**src/logic/charger_defines.vh**
```
// Shared constants for the charger pin control and status logic.
`ifndef CHARGER_DEFINES_VH
`define CHARGER_DEFINES_VH

// ----------------------------------------------------------------------
// Timebase
// ----------------------------------------------------------------------
`define CLK_KHZ 50000
`define CLK_MHZ 50
`define TIMER_W 29

// ----------------------------------------------------------------------
// Documented times, each in its own unit
// ----------------------------------------------------------------------
`define ALERT_PULSE_US 256
`define SHIP_EXIT_PULSE_MS 1000
`define LONG_RESET_PULSE_MS 10000
`define SWITCH_OFF_RESET_MS 320
`define BLINK_HALF_PERIOD_MS 500
`define DEBOUNCE_US 10

// ----------------------------------------------------------------------
// Register addresses
// ----------------------------------------------------------------------
`define ADDR_W 4
`define DATA_W 8
`define REG_CTRL 4'h0
`define REG_ILIM 4'h1
`define REG_DPDM 4'h2
`define REG_STATUS 4'h3

// ----------------------------------------------------------------------
// Control register fields and reset values
// ----------------------------------------------------------------------
`define CTRL_CHARGE_CFG 0
`define CTRL_DIRECT_EN 1
`define CTRL_STAT_FN_LO 2
`define CTRL_STAT_FN_HI 3
`define CTRL_SHIP_ENTER 4
`define CHARGE_CFG_RST 1'b1
`define STAT_FN_RST 2'h0
`define STAT_FN_DISABLE 2'h3

// ----------------------------------------------------------------------
// Input current limit codes, 100 mA per step from 100 mA
// ----------------------------------------------------------------------
`define ILIM_W 5
`define ILIM_CODE_500MA 5'h04
`define ILIM_CODE_2400MA 5'h17

// ----------------------------------------------------------------------
// Data line level fields
// ----------------------------------------------------------------------
`define DPDM_DP_LO 0
`define DPDM_DP_HI 1
`define DPDM_DM_LO 2
`define DPDM_DM_HI 3
`define LEVEL_RST 2'h0

// ----------------------------------------------------------------------
// Status register layout
// ----------------------------------------------------------------------
`define STATUS_EVENT_W 5
`define ST_POWER_GOOD 0
`define ST_CHARGING 1
`define ST_DONE 2
`define ST_FAULT 3
`define ST_TEMP_OK 4
`define ST_SHIP_MODE 5
`define ST_ILIM_HOST 6
`define ST_SWITCH_RST 7

`endif

```
**src/logic/charger_pin_control_status.v**
```verilog
// Pin-level control and status logic of a single-cell charger.
`timescale 1ns/1ps
`default_nettype none
`include "charger_defines.vh"

module charger_pin_control_status #(
  parameter [31:0] ALERT_CYCLES = `ALERT_PULSE_US * `CLK_MHZ,
  parameter [31:0] SHIP_EXIT_CYCLES = `SHIP_EXIT_PULSE_MS * `CLK_KHZ,
  parameter [31:0] LONG_RESET_CYCLES = `LONG_RESET_PULSE_MS * `CLK_KHZ,
  parameter [31:0] SWITCH_OFF_CYCLES = `SWITCH_OFF_RESET_MS * `CLK_KHZ,
  parameter [31:0] BLINK_HALF_CYCLES = `BLINK_HALF_PERIOD_MS * `CLK_KHZ
) (
  input wire ref_clk_in,
  input wire reset_in,
  input wire [`ADDR_W-1:0] reg_addr_in,
  input wire [`DATA_W-1:0] reg_wdata_in,
  input wire reg_write_in,
  input wire reg_read_in,
  output reg [`DATA_W-1:0] reg_rdata_out,
  input wire source_select_in,
  input wire charge_enable_n_in,
  input wire switch_control_n_in,
  input wire vbus_present_in,
  input wire battery_present_in,
  input wire vbus_above_uvlo_in,
  input wire vbus_below_ov_in,
  input wire vbus_above_sleep_in,
  input wire weak_source_ok_in,
  input wire temp_in_window_in,
  input wire charge_done_in,
  input wire charge_fault_in,
  output reg [`ILIM_W-1:0] input_current_limit_out,
  output reg charge_allowed_out,
  output reg direct_charge_enable_out,
  output reg battery_system_switch_out,
  output reg switch_control_pullup_out,
  output reg [1:0] dplus_level_sel_out,
  output reg [1:0] dminus_level_sel_out,
  output wire charge_status_out,
  output reg charge_status_oe_out,
  output wire host_alert_n_out,
  output wire host_alert_n_oe_out,
  output wire power_good_n_out,
  output reg power_good_n_oe_out
);

  // --------------------------------------------------------------------
  // Derived counts
  // --------------------------------------------------------------------
  localparam DEBOUNCE_CYCLES = `DEBOUNCE_US * `CLK_MHZ;
  localparam DEB_W = 10;
  localparam [DEB_W-1:0] DEB_ONE = {{(DEB_W-1){1'b0}}, 1'b1};
  localparam [`TIMER_W-1:0] ONE = {{(`TIMER_W-1){1'b0}}, 1'b1};

  // --------------------------------------------------------------------
  // Software-visible state
  // --------------------------------------------------------------------
  reg charge_config_bit;
  reg [1:0] status_pin_function_sel;
  reg ship_mode;
  reg ilim_host;
  reg [`ILIM_W-1:0] input_current_limit_field;

  // --------------------------------------------------------------------
  // Charge qualification
  // --------------------------------------------------------------------
  wire power_good;
  wire charge_requested;
  wire charge_ok;
  wire suspended;
  wire charging;

  assign power_good = vbus_above_uvlo_in && vbus_below_ov_in &&
    vbus_above_sleep_in && weak_source_ok_in;
  assign charge_requested = charge_config_bit &&
    !charge_enable_n_in;
  assign charge_ok = charge_requested && power_good &&
    temp_in_window_in;
  // A charge wanted but stopped by a fault or the thermal window blinks.
  assign suspended = charge_requested && power_good &&
    (charge_fault_in || !temp_in_window_in);
  assign charging = charge_ok && !charge_fault_in && !charge_done_in;

  // --------------------------------------------------------------------
  // Register writes
  // --------------------------------------------------------------------
  wire ship_exit;

  always @(posedge ref_clk_in)
  begin
    if (reset_in)
    begin
      charge_config_bit <= `CHARGE_CFG_RST;
      direct_charge_enable_out <= 1'b0;
      status_pin_function_sel <= `STAT_FN_RST;
      ilim_host <= 1'b0;
      input_current_limit_field <= `ILIM_CODE_500MA;
      dplus_level_sel_out <= `LEVEL_RST;
      dminus_level_sel_out <= `LEVEL_RST;
    end
    else
    begin
      if (reg_write_in && reg_addr_in == `REG_CTRL)
      begin
        charge_config_bit <= reg_wdata_in[`CTRL_CHARGE_CFG];
        direct_charge_enable_out <= reg_wdata_in[`CTRL_DIRECT_EN];
        status_pin_function_sel <=
          reg_wdata_in[`CTRL_STAT_FN_HI:`CTRL_STAT_FN_LO];
      end
      else if (reg_write_in && reg_addr_in == `REG_ILIM)
      begin
        ilim_host <= 1'b1;
        input_current_limit_field <= reg_wdata_in[`ILIM_W-1:0];
      end
      else if (reg_write_in && reg_addr_in == `REG_DPDM)
      begin
        dplus_level_sel_out <=
          reg_wdata_in[`DPDM_DP_HI:`DPDM_DP_LO];
        dminus_level_sel_out <=
          reg_wdata_in[`DPDM_DM_HI:`DPDM_DM_LO];
      end
      // Until the host writes a limit, the source select pin decides.
      if (!ilim_host && !(reg_write_in && reg_addr_in == `REG_ILIM))
        input_current_limit_field <= source_select_in ?
          `ILIM_CODE_500MA : `ILIM_CODE_2400MA;
    end
  end

  // Entering ship mode is a host write; leaving it is a press held for SHIP_EXIT_CYCLES.
  always @(posedge ref_clk_in)
  begin
    if (reset_in)
      ship_mode <= 1'b0;
    else if (reg_write_in && reg_addr_in == `REG_CTRL &&
      reg_wdata_in[`CTRL_SHIP_ENTER])
      ship_mode <= 1'b1;
    else if (ship_exit)
      ship_mode <= 1'b0;
  end

  // --------------------------------------------------------------------
  // Switch control input debounce and low-time measurement
  // --------------------------------------------------------------------
  reg switch_low;
  reg [DEB_W-1:0] deb_count;
  reg [`TIMER_W-1:0] low_count;
  wire long_press;

  always @(posedge ref_clk_in)
  begin
    if (reset_in)
    begin
      switch_low <= 1'b0;
      deb_count <= {DEB_W{1'b0}};
    end
    else if (switch_low == !switch_control_n_in)
      deb_count <= {DEB_W{1'b0}};
    else if (deb_count == DEBOUNCE_CYCLES[DEB_W-1:0] - DEB_ONE)
    begin
      switch_low <= !switch_control_n_in;
      deb_count <= {DEB_W{1'b0}};
    end
    else
      deb_count <= deb_count + DEB_ONE;
  end

  // The count saturates so a held button fires each action only once.
  always @(posedge ref_clk_in)
  begin
    if (reset_in || !switch_low)
      low_count <= {`TIMER_W{1'b0}};
    else if (low_count != LONG_RESET_CYCLES[`TIMER_W-1:0])
      low_count <= low_count + ONE;
  end

  assign ship_exit = switch_low && ship_mode &&
    low_count == SHIP_EXIT_CYCLES[`TIMER_W-1:0] - ONE;
  assign long_press = switch_low && !vbus_present_in &&
    low_count == LONG_RESET_CYCLES[`TIMER_W-1:0] - ONE;

  // --------------------------------------------------------------------
  // Timers
  // --------------------------------------------------------------------
  wire switch_off_busy;
  wire alert_busy;
  wire alert_start;
  wire blink_done;
  wire blink_busy;
  reg blink_phase;

  interval_timer #(.WIDTH(`TIMER_W)) switch_off_timer (
    .ref_clk_in(ref_clk_in),
    .reset_in(reset_in),
    .start_in(long_press),
    .load_in(SWITCH_OFF_CYCLES[`TIMER_W-1:0]),
    .busy_out(switch_off_busy),
    .done_out()
  );

  interval_timer #(.WIDTH(`TIMER_W)) alert_timer (
    .ref_clk_in(ref_clk_in),
    .reset_in(reset_in),
    .start_in(alert_start),
    .load_in(ALERT_CYCLES[`TIMER_W-1:0]),
    .busy_out(alert_busy),
    .done_out()
  );

  interval_timer #(.WIDTH(`TIMER_W)) blink_timer (
    .ref_clk_in(ref_clk_in),
    .reset_in(reset_in),
    .start_in(suspended && (!blink_busy || blink_done)),
    .load_in(BLINK_HALF_CYCLES[`TIMER_W-1:0]),
    .busy_out(blink_busy),
    .done_out(blink_done)
  );

  // Each half period flips the phase; out of suspend it starts high.
  always @(posedge ref_clk_in)
  begin
    if (reset_in || !suspended)
      blink_phase <= 1'b1;
    else if (blink_done)
      blink_phase <= !blink_phase;
  end

  // --------------------------------------------------------------------
  // Status change detection for the alert line
  // --------------------------------------------------------------------
  wire [`STATUS_EVENT_W-1:0] status_now;
  reg [`STATUS_EVENT_W-1:0] status_prev;

  assign status_now = {temp_in_window_in, charge_fault_in,
    charge_done_in, charging, power_good};

  // Tracked through reset as well, so release raises no false alert.
  always @(posedge ref_clk_in)
  begin
    status_prev <= status_now;
  end

  // Compared against live inputs so a fault raises the alert at once.
  assign alert_start = (status_now != status_prev);

  // --------------------------------------------------------------------
  // Pin drive
  // --------------------------------------------------------------------
  assign charge_status_out = 1'b0;
  assign host_alert_n_out = 1'b0;
  assign power_good_n_out = 1'b0;
  assign host_alert_n_oe_out = alert_busy;

  always @(posedge ref_clk_in)
  begin
    if (reset_in)
    begin
      charge_status_oe_out <= 1'b0;
      power_good_n_oe_out <= 1'b0;
      charge_allowed_out <= 1'b0;
      battery_system_switch_out <= 1'b1;
      switch_control_pullup_out <= 1'b0;
      input_current_limit_out <= `ILIM_CODE_500MA;
    end
    else
    begin
      if (status_pin_function_sel == `STAT_FN_DISABLE)
        charge_status_oe_out <= 1'b0;
      else if (suspended)
        charge_status_oe_out <= blink_phase;
      else
        charge_status_oe_out <= charging;
      power_good_n_oe_out <= power_good;
      charge_allowed_out <= charge_ok;
      battery_system_switch_out <= !ship_mode &&
        !switch_off_busy;
      switch_control_pullup_out <= vbus_present_in ||
        battery_present_in;
      input_current_limit_out <= input_current_limit_field;
    end
  end

  // --------------------------------------------------------------------
  // Register reads
  // --------------------------------------------------------------------
  reg [`DATA_W-1:0] next_rdata;

  always @*
  begin
    next_rdata = {`DATA_W{1'b0}};
    if (reg_addr_in == `REG_CTRL)
    begin
      next_rdata[`CTRL_CHARGE_CFG] = charge_config_bit;
      next_rdata[`CTRL_DIRECT_EN] = direct_charge_enable_out;
      next_rdata[`CTRL_STAT_FN_HI:`CTRL_STAT_FN_LO] =
        status_pin_function_sel;
      next_rdata[`CTRL_SHIP_ENTER] = ship_mode;
    end
    else if (reg_addr_in == `REG_ILIM)
      next_rdata[`ILIM_W-1:0] = input_current_limit_field;
    else if (reg_addr_in == `REG_DPDM)
    begin
      next_rdata[`DPDM_DP_HI:`DPDM_DP_LO] = dplus_level_sel_out;
      next_rdata[`DPDM_DM_HI:`DPDM_DM_LO] = dminus_level_sel_out;
    end
    else if (reg_addr_in == `REG_STATUS)
    begin
      next_rdata[`STATUS_EVENT_W-1:0] = status_now;
      next_rdata[`ST_SHIP_MODE] = ship_mode;
      next_rdata[`ST_ILIM_HOST] = ilim_host;
      next_rdata[`ST_SWITCH_RST] = switch_off_busy;
    end
  end

  // Read data stand only in the cycle after the strobe; zero otherwise.
  always @(posedge ref_clk_in)
  begin
    if (reset_in || !reg_read_in)
      reg_rdata_out <= {`DATA_W{1'b0}};
    else
      reg_rdata_out <= next_rdata;
  end

endmodule

`default_nettype wire

```
**src/logic/interval_timer.v**
```verilog
// One-shot down-counting interval timer used for pulses and delays.
`timescale 1ns/1ps
`default_nettype none

module interval_timer #(
  parameter WIDTH = 29
) (
  input wire ref_clk_in,
  input wire reset_in,
  input wire start_in,
  input wire [WIDTH-1:0] load_in,
  output reg busy_out,
  output wire done_out
);

  reg [WIDTH-1:0] count;

  // A start while busy reloads, so a retrigger stretches the interval.
  always @(posedge ref_clk_in)
  begin
    if (reset_in)
    begin
      busy_out <= 1'b0;
      count <= {WIDTH{1'b0}};
    end
    else if (start_in)
    begin
      busy_out <= 1'b1;
      count <= load_in;
    end
    else if (busy_out)
    begin
      count <= count - {{(WIDTH-1){1'b0}}, 1'b1};
      if (count == {{(WIDTH-1){1'b0}}, 1'b1})
        busy_out <= 1'b0;
    end
  end

  // Done looks only at the registered count and busy flag, so a start fed
  // back from done forms no combinational loop.
  assign done_out = busy_out &&
    (count == {{(WIDTH-1){1'b0}}, 1'b1});

endmodule

`default_nettype wire

```
**config.mk**
```make
export PLATFORM = sky130hd
export DESIGN_NAME = charger_pin_control_status
export DESIGN_NICKNAME = d
export VERILOG_FILES = /design/src/logic/charger_pin_control_status.v /design/src/logic/interval_timer.v
export VERILOG_INCLUDE_DIRS = /design/src /design/src/logic
export SDC_FILE = /design/constraint.sdc
export NUM_CORES = 1
export LEC_CHECK = 0
export BUFFER_PORTS_ARGS = -buffer_cell sky130_fd_sc_hd__buf_2
export CORE_MARGIN = 1.5
export CORE_UTILIZATION = 39
export CTS_BUF_LIST = sky130_fd_sc_hd__clkbuf_16
export CTS_CLUSTER_DIAMETER = 80
export CTS_CLUSTER_SIZE = 25
export DETAILED_ROUTE_END_ITERATION = 16
export PLACE_DENSITY = 0.54
export SLEW_MARGIN = 5
export SYNTH_ARGS = -nofsm -noshare
export SYNTH_HDL_FRONTEND = slang
export SYNTH_SLANG_ARGS = --single-unit
```
**constraint.sdc**
```tcl
create_clock -name ref_clk_in -period 2.3 [get_ports ref_clk_in]
set_input_delay 0.115 -clock ref_clk_in [delete_from_list [all_inputs] [get_ports ref_clk_in]]
set_output_delay 0.115 -clock ref_clk_in [all_outputs]
set_load 0.05 [all_outputs]
```
==> flow_metrics.tcl <==
set metrics [dict create \
    grt_overflow 0 \
    cts_made_buffers 17 \
    final_layout_size_suffix_gt1_share_pct 15.16 \
    synth_top_area_cell "dfxtp_1" \
    clockPowerShare_pct 44.7 \
    fin_util_pct 46.81 \
    first_pass_iters 4 \
    grt_pass1_wl_microns 26740 \
    die_area_sq_um 20000 \
    netlist_top_cells_area "dfxtp_1, nor2_1, xnor2_1, xor2_1, a21oi_1" \
    worst_pin_slew_ns 0.5411 \
    cp-start-kind "flop" \
    setup_violations 0 \
    p_sw_w 0.001531 \
    async_reset_ff_share_pct 0 \
    fin_worst_skew_ns 0.01151 \
    top_layer_used "met4" \
    post_cts_buffers 0 \
    final_nets 954 \
    synth-edff-count 0 \
    swShare_pct 24.31 \
    drt_iter0_drc 259 \
    num_vias 5879 \
    routabilityCongestion 0.7619 \
    synth_area_per_cell_sq_um 8.852 \
    root_buffer "clkbuf_16" \
    hp-class "input pin to flop" \
    crit_buf_inv 0 \
    power_leakage_nw 3.303 \
    portBuffers 48 \
    synth_top_area_share_pct 45.29 \
    path_class "flop to flop" \
    drv_cap 0 \
    insertion_delay_ns 0.43 \
    ir_drop_v 0.0005132 \
    cts_tree "done" \
    synthesis.area_sq_um 7471 \
    rows 50 \
    crit_fanout 13 \
    required_ns 2.61 \
    netlist_instances 844 \
    coreArea_sq_um 18770 \
    grt_max_degree 33 \
    antenna_found_initial 0 \
    worst_slack_ns 0.09810 \
    vias_per_cell 5.051 \
    clk_pin_slew_worst_paths_ns 0.06 \
    fin_setup_tns_ns 0 \
    diodes 0 \
    wl_met3_microns 549 \
    worstPathArrival_ns 2.51 \
    fillers 1883 \
    hold_viol 0 \
    p_comb_share_pct 7.5 \
    start_util_pct 39.81 \
    post-route-min-period_ns 2.202 \
    clock-sinks 169 \
    cts_hold_buf 11 \
    dp_slack_ns 0.1086 \
    max_slew_margin_pct 63.92 \
    finalCritPeriodShare_pct 95.73 \
    path_cells "or4_4 -> or4b_4 -> nor4_1 -> xnor2_1 -> nor2_1" \
    status "complete, no violations" \
    cpPeakStageDelay_ns 0.65 \
    drv_slew 0 \
    crit_path_top_delay_cell "or4b_4" \
    cts.repair.resized 0 \
    worstSetupEndpointType "flop" \
    grt.total_usage_pct 16.82 \
    pwr-share-seq_pct 47.8 \
    synthFlopType "dfxtp_1" \
    synth-seq-cells 169 \
    crit_family "simple AND/OR/NAND/NOR gates" \
    area_growth_pct 17.59 \
    internal_power_w 0.004768 \
    fp.dieH_microns 141.4 \
    die_w_microns 141.4 \
    route.met2.wl_microns 6893 \
    synth_cell_types 63 \
    final_common_cell "dfxtp_1" \
    power_density_nw_per_um2 717.1 \
    remaining_drc_errors 0 \
    rsz0062_at_grt "false" \
    post-dp-hpwl_microns 11160 \
    routedWlPerCell_microns 13.61 \
    yosysSeqAreaShare_pct 45.29 \
    clockBufferDepth 2 \
    final_cell_mix "dfxtp_1, nor2_1, xnor2_1" \
    ioPinCount 55 \
    fmax_ghz 0.4542 \
    grt_pass1_vias 5413 \
    wl_microns 15850 \
    final_antenna_net_count 0 \
    h-tree-depth 4 \
    met1_length_microns 8149 \
    synth_warnings 0 \
]
==> metal layers <==
layer  GRT usage [%]  vias to the layer above
li1                -                     3071
met1           23.29                     2719
met2           25.57                       75
met3           3.949                       14
met4           6.186                        0
met5               0                        -
==> registers in the layout (all words and copies together) (netlist names), 5 cells and up <==
| signal | cells |
|---|---|
| alert_timer.count | 29 |
| blink_timer.count | 29 |
| deb_count | 10 |
| input_current_limit_field | 5 |
| input_current_limit_out | 5 |
| low_count | 29 |
| reg_rdata_out | 8 |
| status_prev | 5 |
| switch_off_timer.count | 29 |
==> final timing paths <==
| path | start | to | slack [ns] | cells after the start |
|---|---|---|---|---|
| worst min-delay path | reg_write_in | status_pin_function_sel[0] | 0.05 | 3 |
| worst max register to register | alert_timer.count[4] | alert_timer.count[20] | 0.1 | 5 |
| worst min register to register | deb_count[0] | deb_count[0] | 0.47 | 1 |
| worst max-delay path | alert_timer.count[4] | alert_timer.count[20] | 0.1 | 5 |
==> through the flow <==
| step | power [W] | area (sq um) | hold WS [ns] | instances |
|---|---|---|---|---|
| 5_1_grt | 0.006566 | 8785 | 0.03834 | 1164 |
| 2_1_floorplan | 0.003400 | 7485 | 0.1427 | 846 |
| 6_report | 0.006299 | 8785 | 0.04824 | 1164 |
| 4_1_cts | 0.006374 | 8785 | 0.02282 | 1164 |
| 3_5_place_dp | 0.003534 | 8102 | 0.2886 | 1121 |
| 3_3_place_gp | 0.003535 | 8102 | 0.2858 | 1121 |
==> worst min-delay path, cell delays in order <==
cell     delay [ns]
buf_2          0.16
nand3_1        0.10
a21oi_1        0.05
==> synth_stat cells, types with 3 or more instances <==
cell,n
nor2_2,3
nor3_1,30
or3_1,13
nor4_2,3
nor4_1,29
nor4b_2,3
buf_2,6
ha_1,9
nand3_1,31
and2_1,3
nor3b_1,6
a211oi_1,8
nand2b_1,10
or4_1,9
xnor2_1,60
xor2_1,50
nand4_1,24
a21oi_1,38
mux2i_1,10
o21ai_0,22
and3_1,6
inv_1,16
nand4b_1,3
dfxtp_1,169
or2_2,7
buf_4,3
clkbuf_1,29
nor2b_1,8
nand3b_1,5
nor4b_1,3
nand2_1,41
nor2_1,146
==> power by group through the flow <==
stage / registers, W / logic, W / clock network (W)
CTS: 0.00301 / 0.000478 / 0.00289
detailed placement: 0.00307 / 0.000460 / 0
finish: 0.00301 / 0.000474 / 0.00282
global placement: 0.00307 / 0.000461 / 0
floorplan: 0.00310 / 0.000304 / 0
global route: 0.00301 / 0.000526 / 0.00303
==> final cells by class <==
type,instances,area (sq um),share of cell area (%)
Tap cell,234,292.8,3.333
Clock inverter,15,147.6,1.681
Multi-Input combinational cell,621,3865,44.00
Sequential cell,169,3383,38.51
Timing Repair Buffer,92,610.6,6.951
Inverter,16,60.06,0.6837
Clock buffer,17,425.4,4.843
==> cell families (layout without fill, tap and decap cells) <==
group,Yosys count,in the layout,synth area share (%)
buffers and inverters,56,140,3.165
DFF,169,169,45.29
and+or+nand+nor,406,406,29.28
xor gates and xnor gates,110,110,12.90
AOI/OAI and AO/OA,83,83,6.482
adders and majority gates,9,9,1.507
muxes,10,10,1.340
other,1,3,0.05019
Power figures use the tool's default switching activity.
